<file path="src/period_timer_consts.svh">
// constants for the period timer mode control block
`ifndef PERIOD_TIMER_CONSTS_SVH
`define PERIOD_TIMER_CONSTS_SVH
`define FAM_FREE       2'h0
`define FAM_ONESHOT    2'h1
`define FAM_MONO       2'h2
`define PERIOD_RESET   8'hff
`define COUNT_RESET    8'h00
`define POST_RESET     4'h0
`define PRE_RESET      7'h00
`endif

</file>
<file path="src/period_timer_pkg.sv">
// types for the period timer mode control block
package period_timer_pkg;
  typedef enum logic [2:0] {
    ST_IDLE = 3'b001,
    ST_ARM  = 3'b010,
    ST_RUN  = 3'b100
  } run_state_type;
endpackage

</file>
<file path="src/period_timer_mode_control.sv">
// period timer mode selection and start/stop/reset control
//
// Summary of operation
// mode[4:3] picks free-run, one-shot, monostable; 11 is reserved
// trigger source spaces edges six timer clocks apart
// trigger source holds triggering level three timer clocks
// debug mode freezes the trigger input, ignoring all activity
// mode 00000 counts while run bit set, no external reset
// 00001/00010 count only with run set and trigger high/low
// 00011..00101 reset count on any/rising/falling trigger edge
// 00110/00111 hold counter reset while trigger low/high
// 01000 starts at run set, stops at run clear or match
// 01001..01011 start on rising/falling/any edge after run set
// edge modes need a fresh edge after run is set again
// 01100/01101 start and later reset on rising/falling edges
// 01110/01111 edge start, level holds reset
// one-shot: clock after match clears run, counter stops at 00h
// 10001..10011 monostable start on edges; 10000 reserved
// edge monostable (10001..10011): clock after match stops at 00h, run stays set
// 10110/10111 level start, opposite level resets; 100/101 reserved
// increment each tick; match clears count next tick, bumps post
// count/control write, reset or trigger reset clear pre/post
// device reset clears count and sets period to all ones
// hardware clear of run is visible at run_state at once
// reserved modes halt counting, resetting and outputs
`timescale 1ns/100ps
`include "period_timer_consts.svh"
module period_timer_mode_control
  import period_timer_pkg::*;
#(
  parameter int CW = 8,  // counter width
  parameter int PW = 7,  // prescaler width
  parameter int QW = 4   // postscaler width
) (
  input  wire logic          clk,               // timer clock
  input  wire logic          rst,               // async reset
  input  wire logic [4:0]    mode,              // mode field
  input  wire logic          run_set,           // software sets run bit
  input  wire logic          run_clr,           // software clears run bit
  input  wire logic          ctrl_wr,           // control register write
  input  wire logic          count_wr,          // count register write
  input  wire logic [CW-1:0] count_wdata,       // count write data
  input  wire logic          period_wr,         // period write
  input  wire logic [CW-1:0] period_wdata,      // period write data
  input  wire logic [PW-1:0] prescale_select,   // prescale divide - 1
  input  wire logic [QW-1:0] postscale_select,  // postscale divide - 1
  input  wire logic          debug_mode,        // debug freeze
  input  wire logic          ext_trigger_input, // external trigger pin
  output logic               run_state,         // run bit readback
  output logic [CW-1:0]      count_value,       // counter
  output logic [CW-1:0]      period_value,      // period register
  output logic               period_match,      // match pulse
  output logic               postscaled_out     // postscaled pulse
);
  // ------------------------------------------------------------
  // trigger conditioning
  // ------------------------------------------------------------
  logic lvl, rise, fall;
  trig_sync u_sync (
    .clk    (clk),
    .rst    (rst),
    .pin    (ext_trigger_input),
    .freeze (debug_mode),
    .level  (lvl),
    .rise   (rise),
    .fall   (fall)
  );

  // ------------------------------------------------------------
  // mode decode
  // ------------------------------------------------------------
  logic [1:0] fam;
  logic [2:0] var3;
  logic       reserved, edge_start, edge_hit, gate_ok, hold_rst, edge_rst;
  logic       lvl_start;
  assign fam  = mode[4:3];
  assign var3 = mode[2:0];

  always_comb begin
    reserved   = 1'b0;
    edge_start = 1'b0;
    edge_hit   = 1'b0;
    gate_ok    = 1'b1;
    hold_rst   = 1'b0;
    edge_rst   = 1'b0;
    lvl_start  = 1'b0;
    case (fam)
      `FAM_FREE: begin
        case (var3)
          3'h1: gate_ok = lvl;
          3'h2: gate_ok = ~lvl;
          3'h3: edge_rst = rise | fall;
          3'h4: edge_rst = rise;
          3'h5: edge_rst = fall;
          3'h6: hold_rst = ~lvl;
          3'h7: hold_rst = lvl;
          default: gate_ok = 1'b1;
        endcase
      end
      `FAM_ONESHOT: begin
        case (var3)
          3'h0: edge_start = 1'b0;
          3'h1: begin edge_start = 1'b1; edge_hit = rise; end
          3'h2: begin edge_start = 1'b1; edge_hit = fall; end
          3'h3: begin
            edge_start = 1'b1;
            edge_hit   = rise | fall;
          end
          3'h4: begin
            edge_start = 1'b1;
            edge_hit   = rise;
            edge_rst   = rise;
          end
          3'h5: begin
            edge_start = 1'b1;
            edge_hit   = fall;
            edge_rst   = fall;
          end
          3'h6: begin
            edge_start = 1'b1;
            edge_hit   = rise;
            hold_rst   = ~lvl;
          end
          3'h7: begin
            edge_start = 1'b1;
            edge_hit   = fall;
            hold_rst   = lvl;
          end
          default: reserved = 1'b1;
        endcase
      end
      `FAM_MONO: begin
        case (var3)
          3'h1: begin edge_start = 1'b1; edge_hit = rise; end
          3'h2: begin edge_start = 1'b1; edge_hit = fall; end
          3'h3: begin
            edge_start = 1'b1;
            edge_hit   = rise | fall;
          end
          3'h6: begin
            lvl_start = 1'b1;
            hold_rst  = ~lvl;
          end
          3'h7: begin
            lvl_start = 1'b1;
            hold_rst  = lvl;
          end
          default: reserved = 1'b1;
        endcase
      end
      default: reserved = 1'b1;
    endcase
  end

  logic stop_at_match, clear_run_at_match;
  // level one-shot (10 11x) behaves as one-shot: run cleared at match
  assign stop_at_match      = (fam != `FAM_FREE);
  assign clear_run_at_match = (fam == `FAM_ONESHOT) | lvl_start;

  // ------------------------------------------------------------
  // prescaler tick
  // ------------------------------------------------------------
  logic [PW-1:0] pre_r, pre_nxt;
  logic          tick;
  assign tick = (pre_r == prescale_select);

  // ------------------------------------------------------------
  // run control and counter
  // ------------------------------------------------------------
  run_state_type st_r, st_nxt;
  logic          run_r, run_nxt;
  logic [CW-1:0] cnt_r, cnt_nxt, per_r, per_nxt;
  logic [QW-1:0] post_r, post_nxt;
  logic          pm_r, pm_nxt, po_r, po_nxt, match_pend_r, mp_nxt;
  logic          trig_reset, counting;

  assign trig_reset = run_r & ~reserved & (edge_rst | hold_rst);

  always_comb begin
    run_nxt  = run_r;
    st_nxt   = st_r;
    cnt_nxt  = cnt_r;
    per_nxt  = per_r;
    post_nxt = post_r;
    pre_nxt  = tick ? `PRE_RESET : pre_r + 1'b1;
    pm_nxt   = 1'b0;
    po_nxt   = 1'b0;
    mp_nxt   = match_pend_r;
    counting = 1'b0;
    if (run_set)
      run_nxt = 1'b1;
    if (run_clr)
      run_nxt = 1'b0;
    if (period_wr)
      per_nxt = period_wdata;
    case (st_r)
      ST_IDLE: begin
        if (run_r && !reserved)
          st_nxt = (edge_start || lvl_start) ? ST_ARM : ST_RUN;
      end
      ST_ARM: begin
        // fresh edge or start level needed after run set
        if (!run_r || reserved)
          st_nxt = ST_IDLE;
        else if (edge_hit || (lvl_start && !hold_rst))
          st_nxt = ST_RUN;
      end
      ST_RUN: begin
        if (!run_r || reserved)
          st_nxt = ST_IDLE;
        else
          counting = gate_ok & ~hold_rst;
      end
      default: st_nxt = ST_IDLE;
    endcase
    if (trig_reset) begin
      cnt_nxt  = `COUNT_RESET;
      pre_nxt  = `PRE_RESET;
      post_nxt = `POST_RESET;
      mp_nxt   = 1'b0;
      counting = 1'b0;
    end
    if (counting && tick) begin
      if (match_pend_r) begin
        cnt_nxt = `COUNT_RESET;
        mp_nxt  = 1'b0;
        if (stop_at_match) begin
          st_nxt = (edge_start || lvl_start) ? ST_ARM : ST_IDLE;
          if (clear_run_at_match) begin
            run_nxt = 1'b0;
            st_nxt  = ST_IDLE;
          end
        end
      end else if (cnt_r == per_r) begin
        mp_nxt = 1'b1;
        pm_nxt = 1'b1;
        if (post_r == postscale_select) begin
          post_nxt = `POST_RESET;
          po_nxt   = 1'b1;
        end else
          post_nxt = post_r + 1'b1;
      end else
        cnt_nxt = cnt_r + 1'b1;
    end
    if (count_wr) begin
      cnt_nxt = count_wdata;
      mp_nxt  = 1'b0;
    end
    if (count_wr || ctrl_wr) begin
      pre_nxt  = `PRE_RESET;
      post_nxt = `POST_RESET;
    end
  end

  always_ff @(posedge clk or posedge rst) begin
    if (rst) begin
      st_r         <= ST_IDLE;
      run_r        <= 1'b0;
      cnt_r        <= `COUNT_RESET;
      per_r        <= `PERIOD_RESET;
      post_r       <= `POST_RESET;
      pre_r        <= `PRE_RESET;
      pm_r         <= 1'b0;
      po_r         <= 1'b0;
      match_pend_r <= 1'b0;
    end else begin
      st_r         <= st_nxt;
      run_r        <= run_nxt;
      cnt_r        <= cnt_nxt;
      per_r        <= per_nxt;
      post_r       <= post_nxt;
      pre_r        <= pre_nxt;
      pm_r         <= pm_nxt;
      po_r         <= po_nxt;
      match_pend_r <= mp_nxt;
    end
  end

  assign run_state      = run_r;
  assign count_value    = cnt_r;
  assign period_value   = per_r;
  assign period_match   = pm_r;
  assign postscaled_out = po_r;

  // ------------------------------------------------------------
  // checks
  // ------------------------------------------------------------
  a_reserved_halt: assert property (@(posedge clk) disable iff (rst)
    reserved && !count_wr |=> $stable(cnt_r) || cnt_r == `COUNT_RESET)
    else $error("reserved mode changed count");
  a_oneshot_clear: assert property (@(posedge clk) disable iff (rst)
    counting && tick && match_pend_r && fam == `FAM_ONESHOT && !run_set
    && !count_wr |=> !run_r && cnt_r == `COUNT_RESET)
    else $error("one-shot did not clear run");
  a_mono_keeps: assert property (@(posedge clk) disable iff (rst)
    counting && tick && match_pend_r && fam == `FAM_MONO && !lvl_start
    && !run_clr && !count_wr |=> run_r && cnt_r == `COUNT_RESET)
    else $error("monostable dropped run");
  a_edge_reset: assert property (@(posedge clk) disable iff (rst)
    trig_reset && !count_wr |=> cnt_r == `COUNT_RESET && post_r == 4'h0)
    else $error("trigger reset missed");
  a_gate_hold: assert property (@(posedge clk) disable iff (rst)
    st_r == ST_RUN && !gate_ok && !count_wr && !trig_reset
    |=> $stable(cnt_r))
    else $error("gate did not hold count");
  a_swgate_count: assert property (@(posedge clk) disable iff (rst)
    mode == 5'h00 && st_r == ST_RUN && run_r && tick && !match_pend_r
    && cnt_r != per_r && !count_wr |=> cnt_r == $past(cnt_r) + 8'h01)
    else $error("software gate did not count");
  a_match_wrap: assert property (@(posedge clk) disable iff (rst)
    counting && tick && cnt_r == per_r && !match_pend_r && !count_wr
    && !trig_reset |=> period_match ##0 match_pend_r)
    else $error("match not flagged");
  a_arm_wait: assert property (@(posedge clk) disable iff (rst)
    st_r == ST_ARM && !edge_hit && !lvl_start && run_r && !reserved
    |=> st_r == ST_ARM)
    else $error("started without edge");
  a_ctrl_clr: assert property (@(posedge clk) disable iff (rst)
    ctrl_wr |=> pre_r == 7'h00 && post_r == 4'h0)
    else $error("prescaler not cleared");

  c_oneshot: cover property (@(posedge clk) disable iff (rst)
    fam == `FAM_ONESHOT && $fell(run_r));
  c_mono: cover property (@(posedge clk) disable iff (rst)
    fam == `FAM_MONO && st_r == ST_ARM && edge_hit);
  c_hw_reset: cover property (@(posedge clk) disable iff (rst)
    trig_reset && cnt_r != `COUNT_RESET);
endmodule

</file>
<file path="src/trig_sync.sv">
// trigger synchroniser and edge detector
`timescale 1ns/100ps
module trig_sync (
  input  wire logic clk,     // timer clock
  input  wire logic rst,     // async reset
  input  wire logic pin,     // raw external trigger
  input  wire logic freeze,  // debug: hold sampled level
  output logic      level,   // synchronised level
  output logic      rise,    // rising edge pulse
  output logic      fall     // falling edge pulse
);
  logic s1_r, s2_r, lvl_r, lvl_nxt;

  always_comb begin
    lvl_nxt = freeze ? lvl_r : s2_r;
  end

  always_ff @(posedge clk or posedge rst) begin
    if (rst) begin
      s1_r  <= 1'b0;
      s2_r  <= 1'b0;
      lvl_r <= 1'b0;
    end else begin
      s1_r  <= pin;
      s2_r  <= s1_r;
      lvl_r <= lvl_nxt;
    end
  end

  assign level = lvl_nxt;
  assign rise  = lvl_nxt & ~lvl_r;
  assign fall  = ~lvl_nxt & lvl_r;
endmodule

</file>
<file path="config.mk">
export PLATFORM = sky130hd
export DESIGN_NAME = period_timer_mode_control
export DESIGN_NICKNAME = d
export VERILOG_FILES = /design/src/period_timer_pkg.sv /design/src/period_timer_mode_control.sv /design/src/trig_sync.sv
export VERILOG_INCLUDE_DIRS = /design/src /design/src/src
export SDC_FILE = /design/constraint.sdc
export NUM_CORES = 1
export LEC_CHECK = 0
export BUFFER_PORTS_ARGS = -buffer_cell sky130_fd_sc_hd__buf_4
export CAP_MARGIN = 0
export CORE_ASPECT_RATIO = 0.9
export CORE_MARGIN = 4
export CORE_UTILIZATION = 50
export DETAILED_ROUTE_END_ITERATION = 16
export GPL_TIMING_DRIVEN = 0
export PLACE_DENSITY = 0.74
export SYNTH_ARGS = -nofsm -noshare
export SYNTH_HDL_FRONTEND = slang
export SYNTH_HIERARCHICAL = 1
export SYNTH_SLANG_ARGS = --single-unit
</file>
<file path="constraint.sdc">
create_clock -name clk -period 5.1 [get_ports clk]
set_clock_uncertainty 0.1 [all_clocks]
set_input_delay 1.02 -clock clk [delete_from_list [all_inputs] [get_ports clk]]
set_output_delay 1.02 -clock clk [all_outputs]
set_load 0.05 [all_outputs]
</file>
Word level (Yosys, flattened, before mapping)
Index checks and enable logic that the tools add are counted.

Logic and storage cells: 127. Output and inout port bits: 19. Bits in registers: 37. Input port bits: 41.

Bitwise gates (word level): 12. Eq/ne operators: 15. Multiplexer cells: 64. Reductions and logical operators: 21. Add/sub/neg operators: 3.

Operators by type and width (number): $mux 8 (5); $mux 1 (28); $mux 3 (8); $mux 4 (6); $mux 7 (3); $pmux 1 s2 (8); $eq 3x3->1 const B (5); $reduce_or 3->1 (4); $eq 3x2->1 const B (3); $pmux 1 s3 (3); $pmux 3 s3 (1); $add 8x1->8 const B (1); $eq 8x8->1 (1); $add 7x1->7 const B (1); $eq 7x7->1 (1); $reduce_or 7->1 (1); $eq 3x1->1 const B (2); $and 1x1->1 (5); $reduce_or 5->1 (1); $add 4x1->4 const B (1); $eq 4x4->1 (1); $logic_or 1x1->1 (4); $mux 2 (2); $not 1->1 (4); other kinds (9) (16).

Depth between registers and ports, before layout
Depth after elaboration: 13. Mapped depth: 10. Mapped depth without buffers: 8.

Hierarchy
The synthesis kept the hierarchy.

By module, submodules not included: period_timer_mode_control (times used 1, cells an instance 240, area each 2270.9 um^2); trig_sync (times used 1, cells an instance 7, area each 108.9 um^2).

Worst setup path after synthesis
Ideal clock, no wire load.

Path kind: in2reg. Start: input port debug_mode. End: register cnt_r[5] (netlist: count_value[5]). Arrival time: 3043 ps. Cell stages on the path: 9. Library setup time: 118 ps. Slack: 1839 ps. Cells stage by stage: mux2_4 xor2_1 nor3_1 or4_4 buf_6 or3_4 buf_6 a22o_1 a21o_1.

Longest elaborated chain between the ends: 13. Elaborated cells on any way between the ends: 25.

Ends and longest elaborated chain: from (decl) (RTL line period_timer_mode_control.sv:47) `input wire logic debug_mode,`; $mux 1 (*) (RTL line trig_sync.sv:15) `lvl_nxt = freeze ? lvl_r : s2_r;`; $not 1->1; $and 1x1->1 (RTL line trig_sync.sv:32) `assign fall = ~lvl_nxt & lvl_r;`; $or 1x1->1 (RTL line period_timer_mode_control.sv:92) `3'h3: edge_rst = rise | fall;`; $pmux 1 s3 (RTL line period_timer_mode_control.sv:89) `case (var3)`; $pmux 1 s2 (RTL line period_timer_mode_control.sv:87) `case (fam)`; $or 1x1->1 (RTL line period_timer_mode_control.sv:177) `assign trig_reset = run_r & ~reserved & (edge_rst | hold_rst);`; $and 1x1->1 (RTL line period_timer_mode_control.sv:177); $mux 8 (RTL line period_timer_mode_control.sv:216) `if (trig_reset) begin`; $mux 8 (RTL line period_timer_mode_control.sv:234) `end else if (cnt_r == per_r) begin`; $mux 8 (RTL line period_timer_mode_control.sv:224) `if (match_pend_r) begin`; $mux 8 (*) (RTL line period_timer_mode_control.sv:223) `if (counting && tick) begin`; $mux 8 (*) (RTL line period_timer_mode_control.sv:245) `if (count_wr) begin`; named net cnt_nxt[5] (RTL line period_timer_mode_control.sv:172) `logic [CW-1:0] cnt_r, cnt_nxt, per_r, per_nxt;`; to (signal assigned) (RTL line period_timer_mode_control.sv:259) `` cnt_r <= `COUNT_RESET; ``; to (signal assigned) (RTL line period_timer_mode_control.sv:269) `cnt_r <= cnt_nxt;`; to (decl) (RTL line period_timer_mode_control.sv:172).

The timed path passes the listed nets; every way through them passes the cells marked *. A chain may end at the register's enable or synchronous reset.

Worst setup path after layout
Start: input port mode[4]. End: register cnt_r[5] (netlist: count_value[5]).

Longest elaborated chain between the ends: 11. Elaborated cells on any way between the ends: 25.

Ends and longest elaborated chain: from (decl) (RTL line period_timer_mode_control.sv:37) `input wire logic [4:0] mode,`; $eq 2x1->1, or another cell as far along (RTL line period_timer_mode_control.sv:87); $reduce_or 2->1 (no line) / $reduce_or 3->1 (equally long branches); $pmux 1 s2 / $mux 1 (equally long branches); $not 1->1, on equally long branches (RTL line period_timer_mode_control.sv:177, period_timer_mode_control.sv:212); $and 1x1->1, on equally long branches (RTL line period_timer_mode_control.sv:177, period_timer_mode_control.sv:212); $and 1x1->1 / $mux 1 (equally long branches) (RTL line period_timer_mode_control.sv:177, period_timer_mode_control.sv:209); $mux 8 / $mux 1 (equally long branches) (RTL line period_timer_mode_control.sv:216, period_timer_mode_control.sv:196); $mux 8 / $mux 1 (equally long branches) (RTL line period_timer_mode_control.sv:234, period_timer_mode_control.sv:216); $mux 8 / $logic_and 1x1->1 (equally long branches) (RTL line period_timer_mode_control.sv:224, period_timer_mode_control.sv:223); $mux 8 (*) (RTL line period_timer_mode_control.sv:223); $mux 8 (*) (RTL line period_timer_mode_control.sv:245); named net cnt_nxt[5] (RTL line period_timer_mode_control.sv:172).

Marks and branches as above.

==> run summary <==
Fin. Hold Viols: 0
Commonest non-fill, non-tap cell in the layout: buf_4
RSZ-0062 raised after global routing: no
Fill cells: 394
Post_cts resized: 0
Status: finished, final reports clean
Clock Path Buffers: 2
Critical path capture point: count_value[5]$_DFF_PP0_
R2R depth: 8
Clk sinks: 37
Post-DR wirelength/cell: 14.73 um
Crit. End Element: register
Sequential share of the synthesized area: 39.38%
Port bufs: 56
DR pass1 iterations: 4
Dpl hpwl: 4138 um
Global-route wire length before repair: 9156 um
Post-CTS Setup Repair Bufs: 0
Worst r2r src: u_sync/s2_r$_DFF_PP0_
Main synth FF type: dfrtp_1
Synth warnings: 6
Syn_nets: 295
H-tree depth: 2
Power Total: 751.6 uW
Synthesized cell area: 2380 um^2
Fmax: 303.1 MHz
Avg Cell Area, Syn: 9.635 um^2
Yosys reg bits: 37
Hold Path Class: reg2reg
Pin count of the biggest net entering global routing: 35
EDFF count, synth: 0
Final nets: 358
Grt ovf: 0
Worst endpoint required time: 5.23 ns
CTS tree: done
Crit path from: mode[4]
Setup TNS: 0 ns
CP startpoint kind: input pin
PwrDens: 253.3 nW/um^2
Initial Util: 52.67%
Min Tclk post-route: 3.299 ns
Row cnt: 23
Synth Area in Simple Gates: 22.66%
Placed insts: 365
Hold_buf cts: 0
Max Transition Viols Final: 0
Synth unique cells: 53
Skew-Pair Late Insertion Delay: 0.28 ns
Routed vias/inst: 5.617
Max-cap violations: 0
Lkg Pwr: 1.328 nW
Worst r2r dst: count_value[5]$_DFF_PP0_
Largest family of logic cells by synthesized area: simple AND/OR/NAND/NOR gates
DRT Wirelength: 5493 um
DIE WIDTH: 80.72 um
DR DRC count: 0
Data arrival time of the worst path: 3.43 ns
Final setup viols: 0
Max IR drop VDD: 0.2072 mV
Critical path class: in2reg
Core area: 4518 um^2
DIE AREA: 5929 um^2
Crit path max-delay cell type: nor4_1
Global router's overall resource usage: 19.50%
Vias in the first global route: 2017
Area delta synth->final: 24.71%
Post-Synthesis Cells: 247
Slowest stage delay, CP: 0.68 ns
First DRT Iteration DRCs: 203
Worst-margin pin slew: 0.9202 ns
Synth Area in Adders: 3.680%
Total number of vias: 2095
Post-Synth XOR/XNOR Area: 10.30%
Max transition margin: 38.13%
Final Cycle Share: 64.68%
Initial antenna violation count: 0
ANT cells: 0
Layout cell share with drive strength beyond 1: 30.55%
Post-synth ARST share: 100.0%
Mux cell area share after synthesis: 4.416%
Synth Area in Compound Gates: 15.88%
Critical-path cell list: buf_4, inv_1, ha_1, or3_1, o311ai_2, or4_4, buf_6, nor4_1, a22o_1, a21o_1
Die Height: 73.45 um
Most frequent cells in the layout: buf_4 (56), dfrtp_1 (28), nand2_1 (18)
Routability cong.: 0.8196
Clk pin slew, worst setup/hold paths: 0.07 ns
Routed Antenna Nets: 0
CTS Root Cell: clkbuf_8
Util after Layout: 65.69%
Number of buffers created by CTS: 5
Non-Filler Instances: 373
R2R setup slack: 2.30 ns
Max FO, Critical Path: 6
Top-level I/O count: 60
-- worst min-delay path by stage --
stage                     startpoint                     to  slack [ns]  depth (start not counted)
2_1_floorplan  u_sync/s1_r$_DFF_PP0_  u_sync/s2_r$_DFF_PP0_        0.23                          0
3_3_place_gp   u_sync/s1_r$_DFF_PP0_  u_sync/s2_r$_DFF_PP0_        0.24                          0
3_5_place_dp   u_sync/s1_r$_DFF_PP0_  u_sync/s2_r$_DFF_PP0_        0.25                          0
4_1_cts        u_sync/s1_r$_DFF_PP0_  u_sync/s2_r$_DFF_PP0_        0.26                          0
5_1_grt        u_sync/s1_r$_DFF_PP0_  u_sync/s2_r$_DFF_PP0_        0.27                          0
6_report       u_sync/s1_r$_DFF_PP0_  u_sync/s2_r$_DFF_PP0_        0.26                          0
-- cells in the mapped netlist, types with 2 or more instances --
| library cell | number | area share [%] |
|---|---|---|
| inv_1 | 9 | 1.4 |
| nand2_1 | 18 | 2.8 |
| nor2_1 | 16 | 2.5 |
| or3_1 | 3 | 0.79 |
| ha_1 | 7 | 3.7 |
| o21ai_0 | 9 | 1.9 |
| nor3_1 | 5 | 1.1 |
| dfrtp_1 | 28 | 29 |
| dfstp_2 | 9 | 9.9 |
| buf_6 | 3 | 1.4 |
| a31oi_1 | 3 | 0.79 |
| nor3b_1 | 2 | 0.63 |
| nand4_1 | 6 | 1.6 |
| clkbuf_1 | 4 | 0.63 |
| a21oi_1 | 7 | 1.5 |
| nand3_1 | 12 | 2.5 |
| nand4b_1 | 2 | 0.74 |
| o31ai_1 | 6 | 1.9 |
| a22o_1 | 3 | 1.1 |
| o211ai_1 | 4 | 1.3 |
| nand2b_1 | 6 | 1.6 |
| xnor2_1 | 12 | 4.4 |
| nor4_1 | 6 | 1.6 |
| or4_4 | 2 | 0.95 |
| nand3b_1 | 2 | 0.63 |
| a21o_1 | 5 | 1.6 |
| xor2_1 | 16 | 5.9 |
| and3_1 | 5 | 1.3 |
| a211oi_1 | 2 | 0.63 |
| nor2b_1 | 3 | 0.79 |
| a22oi_1 | 3 | 0.95 |
| mux2_2 | 8 | 3.8 |
-- cells by family (layout without fill, tap and decap cells) --
kind of cell	after synthesis	in the layout
and+or+nand+nor	96	96
AOI/OAI and AO/OA	53	53
DFF	37	37
xor gates and xnor gates	28	28
buffers and inverters	17	81
muxes	9	9
adders and majority gates	7	7
-- layer usage --
metal	share of wire, %	GRT usage (%)	wire (um)
met5	0	0	0
met4	0.96	5.441	53
met3	6.5	3.676	359
met2	46	30.24	2542
met1	46	27.93	2538
-- sequential cells by signal (all words and copies together), names as in the netlist --
name            cells
count_value         8
period_value        8
pre_r               7
post_r              4
st_r                3
match_pend_r        1
period_match        1
postscaled_out      1
run_state           1
u_sync/lvl_r        1
u_sync/s1_r         1
u_sync/s2_r         1
-- stage by stage --
stage / worst slack (ns) / area, um^2 / hold slack, ns
floorplan: 1.839 / 2380 / 0.2312
global placement: 1.595 / 2878 / 0.2410
detailed placement: 1.550 / 2878 / 0.2465
CTS: 1.842 / 2968 / 0.2634
global route: 1.668 / 2968 / 0.2674
finish: 1.801 / 2968 / 0.2563
-- final cells by class --
cell class                 count  area [um^2]  area share (%)
buffer                         8        53.80           1.813
clock buffer                   8        90.09           3.035
inverter                       9        33.78           1.138
multi-input combinational    193         1355           45.66
sequential                    37        937.1           31.58
tap                           62        77.57           2.614
timing repair buffer          56        420.4           14.17
-- worst max-delay path: cells and delay by family --
family / cells / cell delay, ns
simple gates: 3 / 1.34
compound gates: 3 / 0.50
buf+inv: 3 / 0.34
fa+ha+maj: 1 / 0.23
-- power breakdown --
group | internal [mW] | leakage [nW] | switching (mW)
combinational | 0.0840 | 0.825 | 0.116
sequential | 0.318 | 0.458 | 0.0274
clock | 0.110 | 0.0455 | 0.0966
No activity file was read; power rests on OpenSTA's default activity.
